==> config.mk <==
export PLATFORM = sky130hd
export DESIGN_NAME = pcs_clock_config
export DESIGN_NICKNAME = d
export VERILOG_FILES = /design/src/common/pcs_pkg.sv /design/src/rtl/pcs_clock_config.sv
export SDC_FILE = /design/constraint.sdc
export NUM_CORES = 1
export LEC_CHECK = 0
export BUFFER_PORTS_ARGS = -buffer_cell sky130_fd_sc_hd__buf_2
export CORE_AREA = 5 5 155 157
export DETAILED_ROUTE_END_ITERATION = 10
export DIE_AREA = 0 0 160 162
export PLACE_DENSITY = 0.78
export SYNTH_ARGS = -nofsm -noshare
export SYNTH_HDL_FRONTEND = slang
export SYNTH_SLANG_ARGS = --single-unit
==> constraint.sdc <==
create_clock -name CLK_SYS -period 2.8 [get_ports CLK_SYS]
set_clock_uncertainty 0.05 [all_clocks]
set_input_delay 0.56 -clock CLK_SYS [delete_from_list [all_inputs] [get_ports CLK_SYS]]
set_output_delay 0.56 -clock CLK_SYS [all_outputs]
set_load 0.03 [all_outputs]
==> src/common/pcs_pkg.sv <==
// Package for the clock conditioner configuration block
package pcs_pkg;
   localparam int CFG_W = 32;
   // Field positions in the configuration word
   localparam int FB_SRC_LSB = 0;
   localparam int FB_SRC_W = 2;
   localparam int DESKEW_BIT = 2;
   localparam int PRI_SEL_LSB = 3;
   localparam int PRI_SEL_W = 3;
   localparam int SEC_SEL_LSB = 6;
   localparam int SEC_SEL_W = 2;
   localparam int PRI_DLY_LSB = 8;
   localparam int SEC_DLY_LSB = 10;
   localparam int DLY_W = 2;
   localparam int FB_DLY_LSB = 12;
   localparam int FB_DLY_W = 4;
   localparam int IN_DIV_LSB = 16;
   localparam int IN_DIV_W = 5;
   localparam int FB_DIV_LSB = 21;
   localparam int FB_DIV_W = 6;
   localparam int PRI_DIV_LSB = 27;
   localparam int SEC_DIV_LSB = 29;
   localparam int OUT_DIV_W = 2;
   // Register byte addresses
   localparam logic [11:0] ADDR_CTRL = 12'h000;
   localparam logic [11:0] ADDR_FIXED = 12'h004;
   localparam logic [11:0] ADDR_SHIFT = 12'h008;
   localparam logic [11:0] ADDR_ACTIVE = 12'h00C;
   localparam logic [11:0] ADDR_STATUS = 12'h010;
   // Control register bits
   localparam int CTRL_DYN_BIT = 0;
   localparam int CTRL_SRC_BIT = 1;
   localparam int CTRL_LOAD_BIT = 2;
   // Reset values
   localparam logic [31:0] FIXED_RST = 32'h0000_0020;
   localparam logic [31:0] CTRL_RST = 32'h0000_0000;
   // Lock qualification: cycles of steady reference before lock
   localparam int LOCK_CYC = 64;
   localparam int LOCK_CW = 7;
   localparam logic [1:0] RESP_OKAY = 2'h0;
   localparam logic [1:0] RESP_SLVERR = 2'h2;

   typedef struct packed {
      logic [1:0] sec_div;
      logic [1:0] pri_div;
      logic [5:0] fb_div;
      logic [4:0] in_div;
      logic [3:0] feedback_delay_line;
      logic [1:0] secondary_output_delay;
      logic [1:0] primary_output_delay;
      logic [1:0] secondary_output_select;
      logic [2:0] primary_output_select;
      logic ext_feedback_deskew_select;
      logic [1:0] feedback_source_select;
   } pcs_cfg_t;

   typedef enum logic [2:0] {
      LK_IDLE = 3'b001,
      LK_ACQ = 3'b010,
      LK_LOCK = 3'b100
   } pcs_lock_t;
endpackage

==> src/rtl/pcs_clock_config.sv <==
// Clock conditioner configuration, shift register, select decode and lock tracking
// Contract
// [RULE1] Feedback code 1 internal, 2 internal advanced by delay line, 3 external input.
// [RULE2] Deskew select 0 leaves feedback alone, 1 advances it by fixed system delay.
// [RULE3] Primary select 0 bypass, 1 bypass through divider, 2 delayed clock.
// [RULE4] Primary select 4 to 7 give PLL output at 0, 90, 180, 270 degrees.
// [RULE5] Secondary select 0/1 bypass without/with divider, 2 delayed, 3 PLL at 0 degrees.
// [RULE6] Each output delay line gives 0, 0.25, 0.50 or 4.0 ns for codes 0..3.
// [RULE7] Active-high lock output asserts once the loop is locked to the reference.
// [RULE8] Lock held while reference jitter stays inside tolerance.
// [RULE9] Downstream logic may use lock as soft reset while low.
// [RULE10] With reference out of range, clock and lock are indeterminate.
// [RULE11] Settings come from fixed bits or from dynamic bits at run time.
// [RULE12] Dynamic bits shift in serially, then drive the controls in parallel.
// [RULE13] Shift register loadable from user logic or JTAG; loader drives data and shift.
// [RULE14] Delaying the reference alone bypasses the core through the output delay line.
// [RULE15] Feedback-path delay advances the output relative to the input.
// [RULE16] Feedback from the clock network aligns it with the reference for near-zero skew.
// [RULE17] Input divider 1 to 32, feedback divider 1 to 64.
// [RULE18] Core output equals reference times feedback divider over input divider.
// [RULE19] Each global output has its own divider of 1 to 4.
// [RULE20] Feedback delay line spans 0 to 4 ns in 250 ps steps.
// [RULE21] Loader avoids undocumented select codes such as primary code 3.
// [RULE22] After reconfiguring, downstream waits for lock to reassert.
module pcs_clock_config
   import pcs_pkg::*;
(
   input wire logic CLK_SYS,
   input wire logic RSTN,
   // AXI4-Lite slave
   input wire logic [11:0] S_AXI_AWADDR,
   input wire logic S_AXI_AWVALID,
   output logic S_AXI_AWREADY,
   input wire logic [31:0] S_AXI_WDATA,
   input wire logic [3:0] S_AXI_WSTRB,
   input wire logic S_AXI_WVALID,
   output logic S_AXI_WREADY,
   output logic [1:0] S_AXI_BRESP,
   output logic S_AXI_BVALID,
   input wire logic S_AXI_BREADY,
   input wire logic [11:0] S_AXI_ARADDR,
   input wire logic S_AXI_ARVALID,
   output logic S_AXI_ARREADY,
   output logic [31:0] S_AXI_RDATA,
   output logic [1:0] S_AXI_RRESP,
   output logic S_AXI_RVALID,
   input wire logic S_AXI_RREADY,
   // Serial loader from JTAG
   input wire logic JTAG_SHIFT,
   input wire logic JTAG_SDI,
   input wire logic JTAG_UPDATE,
   // Serial loader from user logic (same clock)
   input wire logic USER_SHIFT,
   input wire logic USER_SDI,
   input wire logic USER_UPDATE,
   // Reference status from the analog core
   input wire logic REF_IN_RANGE,
   input wire logic CORE_PHASE_OK,
   // Decoded controls towards the analog core and muxes
   output pcs_cfg_t ACTIVE_CFG,
   output logic [1:0] FB_PATH_SEL,
   output logic FB_ADVANCE_EN,
   output logic [3:0] PRI_PHASE_ONEHOT,
   output logic PRI_USE_DIV,
   output logic PRI_USE_PLL,
   output logic SEC_USE_DIV,
   output logic SEC_USE_PLL,
   output logic [9:0] PRI_DELAY_STEPS,
   output logic [9:0] SEC_DELAY_STEPS,
   output logic [4:0] FB_DELAY_STEPS,
   output logic [5:0] IN_DIV_FACTOR,
   output logic [6:0] FB_MUL_FACTOR,
   output logic [2:0] PRI_DIV_FACTOR,
   output logic [2:0] SEC_DIV_FACTOR,
   output logic LOCK
);
   // Delay line in 0.25 ns steps: 0, 1, 2 or 16 steps
   function automatic logic [9:0] dly_steps(input logic [1:0] code);
      dly_steps = (code == 2'h3) ? 10'h010 : {8'h00, code}; // RULE6
   endfunction

   // Two-stage sync for JTAG-side signals
   // The third JTAG stage only feeds the edge detectors, never the logic itself
   logic [2:0] jt_s1_ff, jt_s2_ff, jt_s3_ff;
   logic [1:0] ref_s1_ff, ref_s2_ff;
   logic [31:0] ctrl_ff, fixed_ff, shift_ff, dyn_ff, nxt_shift;
   logic aw_ff, w_ff, bvalid_ff, rvalid_ff;
   logic [11:0] awaddr_ff;
   logic [31:0] wdata_ff, rdata_ff;
   logic [3:0] wstrb_ff;
   logic [1:0] bresp_ff, rresp_ff;
   logic [LOCK_CW-1:0] lock_cnt_ff;
   pcs_lock_t lk_ff, nxt_lk;
   pcs_cfg_t cfg_ff;
   logic lock_ff;
   logic [31:0] cfg_sel_w;
   // Bit 31 of the word carries no field; it is cut here so a stray write
   // to it can neither reach the controls nor hold off lock
   localparam pcs_cfg_t RST_CFG = pcs_cfg_t'(FIXED_RST[30:0]);
   pcs_cfg_t cfg_sel_c;

   always_ff @(posedge CLK_SYS) begin
      if (!RSTN) begin
         jt_s1_ff <= 3'h0;
         jt_s2_ff <= 3'h0;
         jt_s3_ff <= 3'h0;
         ref_s1_ff <= 2'h0;
         ref_s2_ff <= 2'h0;
      end else begin
         jt_s1_ff <= {JTAG_UPDATE, JTAG_SHIFT, JTAG_SDI};
         jt_s2_ff <= jt_s1_ff;
         jt_s3_ff <= jt_s2_ff;
         ref_s1_ff <= {CORE_PHASE_OK, REF_IN_RANGE};
         ref_s2_ff <= ref_s1_ff;
      end
   end

   // JTAG shift clock arrives as a level; one shift per rising edge of the synced strobe
   // Only the selected loader moves the register; the other one is ignored
   wire jtag_src = ctrl_ff[CTRL_SRC_BIT]; // RULE13
   wire jt_shift_ev = jt_s2_ff[1] & ~jt_s3_ff[1];
   wire jt_upd_ev = jt_s2_ff[2] & ~jt_s3_ff[2];
   wire shift_en = jtag_src ? jt_shift_ev : USER_SHIFT; // RULE13
   wire shift_bit = jtag_src ? jt_s2_ff[0] : USER_SDI;
   wire upd_en = jtag_src ? jt_upd_ev : USER_UPDATE;

   // AXI write decode
   wire wr_go = aw_ff & w_ff & ~bvalid_ff;
   wire wr_ctrl = wr_go & (awaddr_ff == ADDR_CTRL);
   wire wr_fixed = wr_go & (awaddr_ff == ADDR_FIXED);
   wire wr_shift = wr_go & (awaddr_ff == ADDR_SHIFT);
   // Unmapped offsets still answer, with an error code
   wire wr_hit = wr_ctrl | wr_fixed | wr_shift | (awaddr_ff == ADDR_ACTIVE)
      | (awaddr_ff == ADDR_STATUS);
   wire sw_load = wr_ctrl & wdata_ff[CTRL_LOAD_BIT];
   wire [31:0] strb_mask = {{8{wstrb_ff[3]}}, {8{wstrb_ff[2]}}, {8{wstrb_ff[1]}},
      {8{wstrb_ff[0]}}};

   // Serial in at the top, older bits move toward bit 0
   // A register write beats a shift in the same cycle; software owns that cycle
   always_comb begin
      nxt_shift = shift_ff;
      if (shift_en) begin
         nxt_shift = {shift_bit, shift_ff[31:1]}; // RULE12
      end
      if (wr_shift) begin
         nxt_shift = (shift_ff & ~strb_mask) | (wdata_ff & strb_mask);
      end
   end

   // Software load or loader update copies the shifted word to the parallel side
   wire dyn_load = upd_en | sw_load; // RULE12
   assign cfg_sel_w = ctrl_ff[CTRL_DYN_BIT] ? dyn_ff : fixed_ff; // RULE11
   assign cfg_sel_c = pcs_cfg_t'(cfg_sel_w[30:0]);

   always_ff @(posedge CLK_SYS) begin
      if (!RSTN) begin
         ctrl_ff <= CTRL_RST;
         fixed_ff <= FIXED_RST;
         shift_ff <= 32'h0000_0000;
         dyn_ff <= FIXED_RST;
         cfg_ff <= RST_CFG;
      end else begin
         if (wr_ctrl) begin
            ctrl_ff <= {29'h0, 1'b0, wdata_ff[CTRL_SRC_BIT], wdata_ff[CTRL_DYN_BIT]};
         end
         if (wr_fixed) begin
            fixed_ff <= (fixed_ff & ~strb_mask) | (wdata_ff & strb_mask);
         end
         shift_ff <= nxt_shift;
         if (dyn_load) begin
            dyn_ff <= shift_ff;
         end
         cfg_ff <= cfg_sel_c; // RULE11
      end
   end

   // AXI write channel: address and data taken in either order
   // A held half drops its ready until the response is taken; one write at a time
   always_ff @(posedge CLK_SYS) begin
      if (!RSTN) begin
         aw_ff <= 1'b0;
         w_ff <= 1'b0;
         awaddr_ff <= 12'h000;
         wdata_ff <= 32'h0000_0000;
         wstrb_ff <= 4'h0;
         bvalid_ff <= 1'b0;
         bresp_ff <= RESP_OKAY;
      end else begin
         if (S_AXI_AWVALID & ~aw_ff & ~bvalid_ff) begin
            aw_ff <= 1'b1;
            awaddr_ff <= {S_AXI_AWADDR[11:2], 2'h0};
         end
         if (S_AXI_WVALID & ~w_ff & ~bvalid_ff) begin
            w_ff <= 1'b1;
            wdata_ff <= S_AXI_WDATA;
            wstrb_ff <= S_AXI_WSTRB;
         end
         if (wr_go) begin
            bvalid_ff <= 1'b1;
            bresp_ff <= wr_hit ? RESP_OKAY : RESP_SLVERR;
            aw_ff <= 1'b0;
            w_ff <= 1'b0;
         end
         if (bvalid_ff & S_AXI_BREADY) begin
            bvalid_ff <= 1'b0;
         end
      end
   end

   // AXI read channel
   // Read data is registered, so the answer stands one cycle after the address
   wire [11:0] ra = {S_AXI_ARADDR[11:2], 2'h0};
   wire rd_go = S_AXI_ARVALID & ~rvalid_ff;
   wire [31:0] status_w = {28'h0, lk_ff, lock_ff};
   wire rd_hit = (ra == ADDR_CTRL) | (ra == ADDR_FIXED) | (ra == ADDR_SHIFT)
      | (ra == ADDR_ACTIVE) | (ra == ADDR_STATUS);
   wire [31:0] rd_mux = (ra == ADDR_CTRL) ? ctrl_ff :
      (ra == ADDR_FIXED) ? fixed_ff :
      (ra == ADDR_SHIFT) ? shift_ff :
      (ra == ADDR_ACTIVE) ? 32'(cfg_ff) :
      (ra == ADDR_STATUS) ? status_w : 32'h0000_0000;

   always_ff @(posedge CLK_SYS) begin
      if (!RSTN) begin
         rvalid_ff <= 1'b0;
         rdata_ff <= 32'h0000_0000;
         rresp_ff <= RESP_OKAY;
      end else if (rd_go) begin
         rvalid_ff <= 1'b1;
         rdata_ff <= rd_mux;
         rresp_ff <= rd_hit ? RESP_OKAY : RESP_SLVERR;
      end else if (rvalid_ff & S_AXI_RREADY) begin
         rvalid_ff <= 1'b0;
      end
   end

   // Lock tracking: a config change or out-of-range reference drops lock
   // Lock needs LOCK_CYC quiet cycles; the count restarts on any change
   wire ref_ok = ref_s2_ff[0] & ref_s2_ff[1]; // RULE10
   wire cfg_chg = (cfg_sel_c != cfg_ff); // RULE22
   always_comb begin
      nxt_lk = lk_ff;
      unique case (lk_ff)
         LK_IDLE: if (ref_ok) nxt_lk = LK_ACQ;
         LK_ACQ: begin
            if (!ref_ok | cfg_chg) nxt_lk = LK_IDLE;
            else if (lock_cnt_ff == LOCK_CW'(LOCK_CYC - 1)) nxt_lk = LK_LOCK; // RULE7
         end
         LK_LOCK: if (!ref_ok | cfg_chg) nxt_lk = LK_IDLE; // RULE8
         default: nxt_lk = LK_IDLE;
      endcase
   end

   always_ff @(posedge CLK_SYS) begin
      if (!RSTN) begin
         lk_ff <= LK_IDLE;
         lock_cnt_ff <= '0;
         lock_ff <= 1'b0;
      end else begin
         lk_ff <= nxt_lk;
         lock_cnt_ff <= (nxt_lk == LK_ACQ) ? lock_cnt_ff + 1'b1 : '0;
         lock_ff <= (nxt_lk == LK_LOCK); // RULE7
      end
   end

   // Decode of the active configuration
   wire [1:0] fbs = cfg_ff.feedback_source_select;
   wire [2:0] pri = cfg_ff.primary_output_select;
   wire [1:0] sec = cfg_ff.secondary_output_select;
   wire [4:0] fb_steps = {1'b0, cfg_ff.feedback_delay_line} + 5'h01; // RULE20
   // Advance enable: feedback delay line or external deskew, either one moves the output earlier
   wire fb_adv = (fbs == 2'h2) | ((fbs == 2'h3) & cfg_ff.ext_feedback_deskew_select); // RULE15
   // The one delay line is shared, so any path that names it turns it on
   wire fb_dly_used = (fbs == 2'h2) | (pri == 3'h2) | (sec == 2'h2);

   // Named next values keep the output register block to plain copies
   wire [1:0] nxt_fb_path = fbs; // RULE1 RULE16
   wire [3:0] nxt_pri_onehot = pri[2] ? (4'h1 << pri[1:0]) : 4'h0; // RULE4
   wire nxt_pri_use_div = (pri == 3'h1); // RULE3
   wire nxt_pri_use_pll = pri[2]; // RULE3 RULE14
   wire nxt_sec_use_div = (sec == 2'h1); // RULE5
   wire nxt_sec_use_pll = (sec == 2'h3); // RULE5
   wire [9:0] nxt_pri_dly = dly_steps(cfg_ff.primary_output_delay); // RULE6 RULE14
   wire [9:0] nxt_sec_dly = dly_steps(cfg_ff.secondary_output_delay); // RULE6
   wire [4:0] nxt_fb_dly = fb_dly_used ? fb_steps : 5'h00; // RULE20
   // Divider fields hold the factor minus one, so an all-zero word divides by one
   wire [5:0] nxt_in_div = {1'b0, cfg_ff.in_div} + 6'h01; // RULE17 RULE18
   wire [6:0] nxt_fb_mul = {1'b0, cfg_ff.fb_div} + 7'h01; // RULE17 RULE18
   wire [2:0] nxt_pri_div = {1'b0, cfg_ff.pri_div} + 3'h1; // RULE19
   wire [2:0] nxt_sec_div = {1'b0, cfg_ff.sec_div} + 3'h1; // RULE19
   // Gating on the live reference shows a lost reference one cycle sooner
   wire nxt_lock = lock_ff & ref_ok; // RULE7 RULE9

   always_ff @(posedge CLK_SYS) begin
      if (!RSTN) begin
         // Reset values are the decode of the reset word: primary select 4, 0 degrees
         ACTIVE_CFG <= RST_CFG;
         FB_PATH_SEL <= 2'h0;
         FB_ADVANCE_EN <= 1'b0;
         PRI_PHASE_ONEHOT <= 4'h1;
         PRI_USE_DIV <= 1'b0;
         PRI_USE_PLL <= 1'b1;
         SEC_USE_DIV <= 1'b0;
         SEC_USE_PLL <= 1'b0;
         PRI_DELAY_STEPS <= 10'h000;
         SEC_DELAY_STEPS <= 10'h000;
         FB_DELAY_STEPS <= 5'h00;
         IN_DIV_FACTOR <= 6'h01;
         FB_MUL_FACTOR <= 7'h01;
         PRI_DIV_FACTOR <= 3'h1;
         SEC_DIV_FACTOR <= 3'h1;
         LOCK <= 1'b0;
      end else begin
         ACTIVE_CFG <= cfg_ff;
         FB_PATH_SEL <= nxt_fb_path; // RULE1 RULE16
         FB_ADVANCE_EN <= fb_adv; // RULE1 RULE2
         PRI_PHASE_ONEHOT <= nxt_pri_onehot; // RULE4
         PRI_USE_DIV <= nxt_pri_use_div; // RULE3
         PRI_USE_PLL <= nxt_pri_use_pll; // RULE3 RULE14
         SEC_USE_DIV <= nxt_sec_use_div; // RULE5
         SEC_USE_PLL <= nxt_sec_use_pll; // RULE5
         PRI_DELAY_STEPS <= nxt_pri_dly; // RULE6 RULE14
         SEC_DELAY_STEPS <= nxt_sec_dly; // RULE6
         FB_DELAY_STEPS <= nxt_fb_dly; // RULE20
         IN_DIV_FACTOR <= nxt_in_div; // RULE17 RULE18
         FB_MUL_FACTOR <= nxt_fb_mul; // RULE17 RULE18
         PRI_DIV_FACTOR <= nxt_pri_div; // RULE19
         SEC_DIV_FACTOR <= nxt_sec_div; // RULE19
         LOCK <= nxt_lock; // RULE7 RULE9
      end
   end

   assign S_AXI_AWREADY = ~aw_ff & ~bvalid_ff;
   assign S_AXI_WREADY = ~w_ff & ~bvalid_ff;
   assign S_AXI_BVALID = bvalid_ff;
   assign S_AXI_BRESP = bresp_ff;
   assign S_AXI_ARREADY = ~rvalid_ff;
   assign S_AXI_RVALID = rvalid_ff;
   assign S_AXI_RDATA = rdata_ff;
   assign S_AXI_RRESP = rresp_ff;
endmodule

==> results of run 1 <==
[layout make-up]
cell class,count,area (µm²)
clock buffer,42,907
clock inverter,14,179
fill,1845,7950
inverter,12,45.0
multi-input combinational,910,5750
sequential,305,6110
tap,285,357
timing repair buffer,198,1070
[critical path: cells and delay by family, from the launching register on]
family	cells	cell delay [ns]
simple gates	4	1.49
compound gates	2	0.45
flops	1	0.31
[power by group through the flow]
stage	Combinational (mW)	Clock [mW]	Sequential [mW]
6_report	0.561	4.29	4.58
2_1_floorplan	0.435	0	4.62
3_3_place_gp	0.547	0	4.66
3_5_place_dp	0.558	0	4.67
4_1_cts	0.562	4.37	4.57
5_1_grt	0.620	4.54	4.59
[kinds of logic (layout without fill, tap and decap cells)]
kind of cell	Yosys count	in the layout	share of synthesized area
AO/OA/AOI/OAI	209	209	0.127
XOR/XNOR	44	44	0.0312
adder cells (fa/ha/maj)	6	6	0.00609
buffers and inverters	112	266	0.0443
flip-flops	305	305	0.495
multiplexers	93	93	0.0782
other	1	16	0.000304
AND/OR/NAND/NOR	542	542	0.218
[cells in the final DEF (no fill, tap or decap), types with 16 or more instances in the layout]
cell,Yosys,routed
nor2_1,23,22
nor2b_1,76,75
dfxtp_1,305,304
buf_2,14,181
nor4_1,18,18
o21ai_0,32,32
clkbuf_16,0,31
o211a_1,32,32
a21oi_1,16,16
nand3_1,74,74
a21boi_0,73,73
a22oi_1,29,29
conb_1,1,16
mux2i_1,66,66
mux2_2,27,27
nand2_1,246,246
and2_1,56,56
xnor2_1,37,37
[worst min path at each step]
| stage | from | end | slack (ns) |
|---|---|---|---|
| after floorplan | lock_ff$_SDFF_PN0_ | LOCK$_SDFF_PN0_ | 0.36 |
| after global placement | jt_s1_ff[1]$_SDFF_PN0_ | jt_s2_ff[1]$_SDFF_PN0_ | 0.36 |
| after detailed placement | jt_s1_ff[1]$_SDFF_PN0_ | jt_s2_ff[1]$_SDFF_PN0_ | 0.37 |
| after CTS | JTAG_SHIFT | jt_s1_ff[1]$_SDFF_PN0_ | 0.15 |
| after global routing | JTAG_UPDATE | jt_s1_ff[2]$_SDFF_PN0_ | 0.16 |
| final | JTAG_SHIFT | jt_s1_ff[1]$_SDFF_PN0_ | 0.16 |
[routing by layer]
| layer | up-vias | wire length (µm) | global-route usage |
|---|---|---|---|
| li1 | 4722 | - | - |
| met5 | - | 0 | 0 |
| met2 | 321 | 13200 | 0.355 |
| met1 | 4507 | 13800 | 0.313 |
| met3 | 43 | 2160 | 0.0401 |
| met4 | 0 | 521 | 0.0548 |
[per-stage QoR]
step | cells | hold slack, ns | utilization | setup slack (ns) | total power [mW]
floorplan | 1327 | 0.359 | - | 0.498 | 5.06
global placement | 1710 | 0.364 | 0.596 | 0.417 | 5.21
detailed placement | 1710 | 0.369 | 0.596 | 0.401 | 5.23
CTS | 1766 | 0.149 | 0.645 | 0.378 | 9.50
global route | 1766 | 0.156 | 0.645 | 0.265 | 9.75
finish | 1766 | 0.164 | 0.645 | 0.376 | 9.43
==> impl_metrics.yaml, run 1 <==
status:
  outcome: "completed"
clock_tree:
  clk_path_buf_depth: 3
  cts_tree: "done"
  post_cts_buffers: 0
  htreeDepth: 1
  cts-root-buf: "clkbuf_16"
  clock_sinks: 305
  clk_pin_slew_ns: 0.06
  cts-hold-fix-buffers: 0
  clock_latency_ns: 0.55
  post_cts_resized: 0
  cts-buffers-inserted: 30
synth:
  synth-seq-area-share: 0.495
  ys_warn_count: 0
  synth-edff-count: 0
  syn_area_um2: 12300
  syn_avg_cell_area_um2: 9.40
  synth_flop_cell: "dfxtp_1"
  ys_ff_latch: 305
  synthTopCellsByCount: "dfxtp_1, nand2_1, nor2b_1"
  synth_top_area_share: 0.495
  ys_top_cells_by_area: "dfxtp_1, nand2_1, mux2i_1"
  async_reset_ff_frac: 0
  yosys.cell_types.count: 50
  yosysMostFrequentCell: "dfxtp_1"
  synth_area_leader_cell: "dfxtp_1"
  synth_cells: 1312
routing:
  drt-initial-drc-count: 769
  dr.pass1.iters: 6
  antenna_left: 0
  wl_per_cell_um: 16.8
  drt_wl_total_um: 29600
  viasPerCell: 5.43
  num_vias: 9593
  drc_errors: 0
power_and_ir_drop:
  pwr-share-clk: 0.455
  p_int_mw: 7.31
  combPwrFrac: 0.060
  p_seq_frac: 0.485
  swShare: 0.225
  power.leakage_nw: 6.10
  p_sw_mw: 2.12
  powerDensity_nw_per_um2: 654
  irDropWorstVdd_uv: 435
sta:
  hold_viol_final: 0
  fin_setup_tns_ns: 0
  period_needed_ns: 2.42
  setup_viol: 0
  slew_violations: 0
  max_slew_margin: 0.379
  min_period_over_period: 0.866
  tightest_slew_ns: 0.931
  max_freq_mhz: 413
  grt_setup_unrepaired: "no"
die:
  rows: 55
  chipWidth_um: 160
  dieArea_um2: 25900
  core_um2: 22400
  top_level_ports: 203
  chipHeight_um: 162
  start_util: 0.552
worst_setup_path:
  arrival_ns: 2.81
  crit_path_max_fanout: 16
  criticalPathCategory: "flop to flop"
  r2r-start: "awaddr_ff[7]$_SDFFE_PN0P_"
  crit_required_ns: 3.19
  r2r_cells: 6
  crit_path_cell_trace: "or4_4, or4_4, nand3_1, o21a_4, nand3_1, o211a_1"
  ff2ff_setup_slack_ns: 0.38
  cp-end-kind: "flop"
  crit_path_max_incr_delay_ns: 0.55
  critPathLaunchType: "flop"
  setup.worst_path.start: "awaddr_ff[7]$_SDFFE_PN0P_"
  crit_slowest_cell: "or4_4"
job:
  maxCapViolations: 0
finish:
  area_growth_pct: 16.9
  num_antenna_cells: 0
  drive_above_1_share: 0.201
  final_nets: 1538
  finalInstanceArea_um2: 14400
global_routing:
  grt_start_max_net_pins: 249
  grt_pass1_vias: 9236
  grt-ovfl-total: 0
  grt_usage: 0.222
  grt_pass1_wl_um: 48100
  antenna_found_initial: 0
place:
  io_buffer_count: 182
  place_congestion: 0.838
  hpwl_um: 20800
  placed_area_um2: 13300
worst_hold_path:
  hold_class: "primary input to flop"
  whs_path_depth: 2
Note: power is estimated with default switching activity, not from simulation.
==> run 2, diff against run 1 <==
CTS_BUF_LIST = sky130_fd_sc_hd__clkbuf_16   (was default)
==> run 2 against run 1 <==
Sequential share of layout area increased by 0.27 points. Highest routed layer unchanged. Largest cell class unchanged. Global-route usage about the same. Final area decreased by 0.62%. Critical path depth increased by 1. Largest power group unchanged. Worst hold slack improved by 0.0023 ns.
==> impl_metrics.yaml, run 2 (synthesis results as in run 1) <==
global_routing:
  grt_pass1_vias: 9237
  grt-ovfl-total: 0
  antenna_found_initial: 0
  grt_start_max_net_pins: 249
  grt_usage: 0.221
  grt_pass1_wl_um: 48000
die:
  dieArea_um2: 25900
  start_util: 0.552
  core_um2: 22400
  chipHeight_um: 162
  rows: 55
  chipWidth_um: 160
  top_level_ports: 203
job:
  maxCapViolations: 0
clock_tree:
  cts-hold-fix-buffers: 0
  clk_pin_slew_ns: 0.06
  cts-buffers-inserted: 30
  post_cts_resized: 0
  clock_latency_ns: 0.55
  cts-root-buf: "clkbuf_16"
  htreeDepth: 1
  clk_path_buf_depth: 3
  clock_sinks: 305
  post_cts_buffers: 0
  cts_tree: "done"
worst_hold_path:
  hold_class: "primary input to flop"
  whs_path_depth: 2
power_and_ir_drop:
  powerDensity_nw_per_um2: 640
  p_sw_mw: 2.12
  irDropWorstVdd_uv: 436
  combPwrFrac: 0.061
  p_int_mw: 7.05
  p_seq_frac: 0.499
  swShare: 0.231
  power.leakage_nw: 6.06
  pwr-share-clk: 0.440
finish:
  fill_cells: 1861
  utilization: 0.641
  final_nets: 1538
  seq_area_um2: 6110
  drive_above_1_share: 0.195
  final_cell_mix: "dfxtp_1, nand2_1, buf_2, nor2b_1, nand3_1"
  multi_input_area_um2: 5750
  num_antenna_cells: 0
  mostFrequentLayoutCell: "dfxtp_1"
  area_growth_pct: 16.1
routing:
  drc_errors: 0
  wl_per_cell_um: 16.8
  viasPerCell: 5.44
  drt_wl_total_um: 29600
  drt-initial-drc-count: 722
  dr.pass1.iters: 5
  num_vias: 9609
  antenna_left: 0
sta:
  tightest_slew_ns: 0.879
  setup_viol: 0
  hold_viol_final: 0
  grt_setup_unrepaired: "no"
  min_period_over_period: 0.863
  max_freq_mhz: 414
  fin_setup_tns_ns: 0
  slew_violations: 0
  period_needed_ns: 2.42
  max_slew_margin: 0.414
place:
  hpwl_um: 20800
  io_buffer_count: 182
  place_congestion: 0.838
worst_setup_path:
  cp-end-kind: "flop"
  arrival_ns: 2.76
  crit_required_ns: 3.15
  critPathLaunchType: "flop"
  crit_path_max_fanout: 25
  criticalPathCategory: "flop to flop"
  r2r_cells: 7
status:
  outcome: "completed"
## run 2: cell count changes in the layout (fill, tap and decap cells not counted)
cell	delta
inv_1	+2
clkbuf_1	-2
clkinv_1	+9
clkbuf_8	-9
## run 2: worst paths after layout
kind	startpoint	end	slack, ns
worst max-delay path	awaddr_ff[7]$_SDFFE_PN0P_	dyn_ff[5]$_SDFFE_PN1P_	0.38
worst max register to register	awaddr_ff[7]$_SDFFE_PN0P_	dyn_ff[5]$_SDFFE_PN1P_	0.38
worst min register to register	jt_s1_ff[1]$_SDFF_PN0_	jt_s2_ff[1]$_SDFF_PN0_	0.38
worst min-delay path	JTAG_SHIFT	jt_s1_ff[1]$_SDFF_PN0_	0.17
## run 2: layout make-up
class                   count  share of cell area
flip-flops and latches    305               0.426
clock buffers              31              0.0541
well taps                 285              0.0249
clock inverters            25              0.0154
inverters                  12             0.00314
repair buffers            198              0.0748
multi-input cells         910               0.401
## run 2: critical path: stages (launching register included)
cell and delay (ns):
dfxtp_1 0.31, or4_4 0.55, or3_1 0.44, nor3_4 0.26, a21oi_4 0.18, buf_12 0.22, mux2i_1 0.16, nand2_1 0.07
## run 2: power groups by stage
stage,registers (mW),clock network (mW),logic [mW]
final,4.58,4.04,0.560
after global routing,4.59,4.27,0.620
after CTS,4.57,4.10,0.562
after detailed placement,4.67,0,0.558
after global placement,4.66,0,0.547
after floorplan,4.62,0,0.435
## run 2: metrics by stage
stage	cell area [µm²]	total power [mW]	setup slack, ns	std cells	hold slack (ns)
final	14300	9.17	0.383	1766	0.166
after floorplan	12400	5.06	0.498	1327	0.359
after detailed placement	13300	5.23	0.401	1710	0.369
after global routing	14300	9.48	0.266	1766	0.156
after CTS	14300	9.23	0.381	1766	0.150
after global placement	13300	5.21	0.417	1710	0.364
## run 2: per-layer routing
layer	wire, µm	global-route usage	vias up
li1	-	-	4717
met1	13600	0.312	4502
met2	13200	0.355	347
met3	2260	0.0403	43
met4	497	0.0544	0
met5	0	0	-
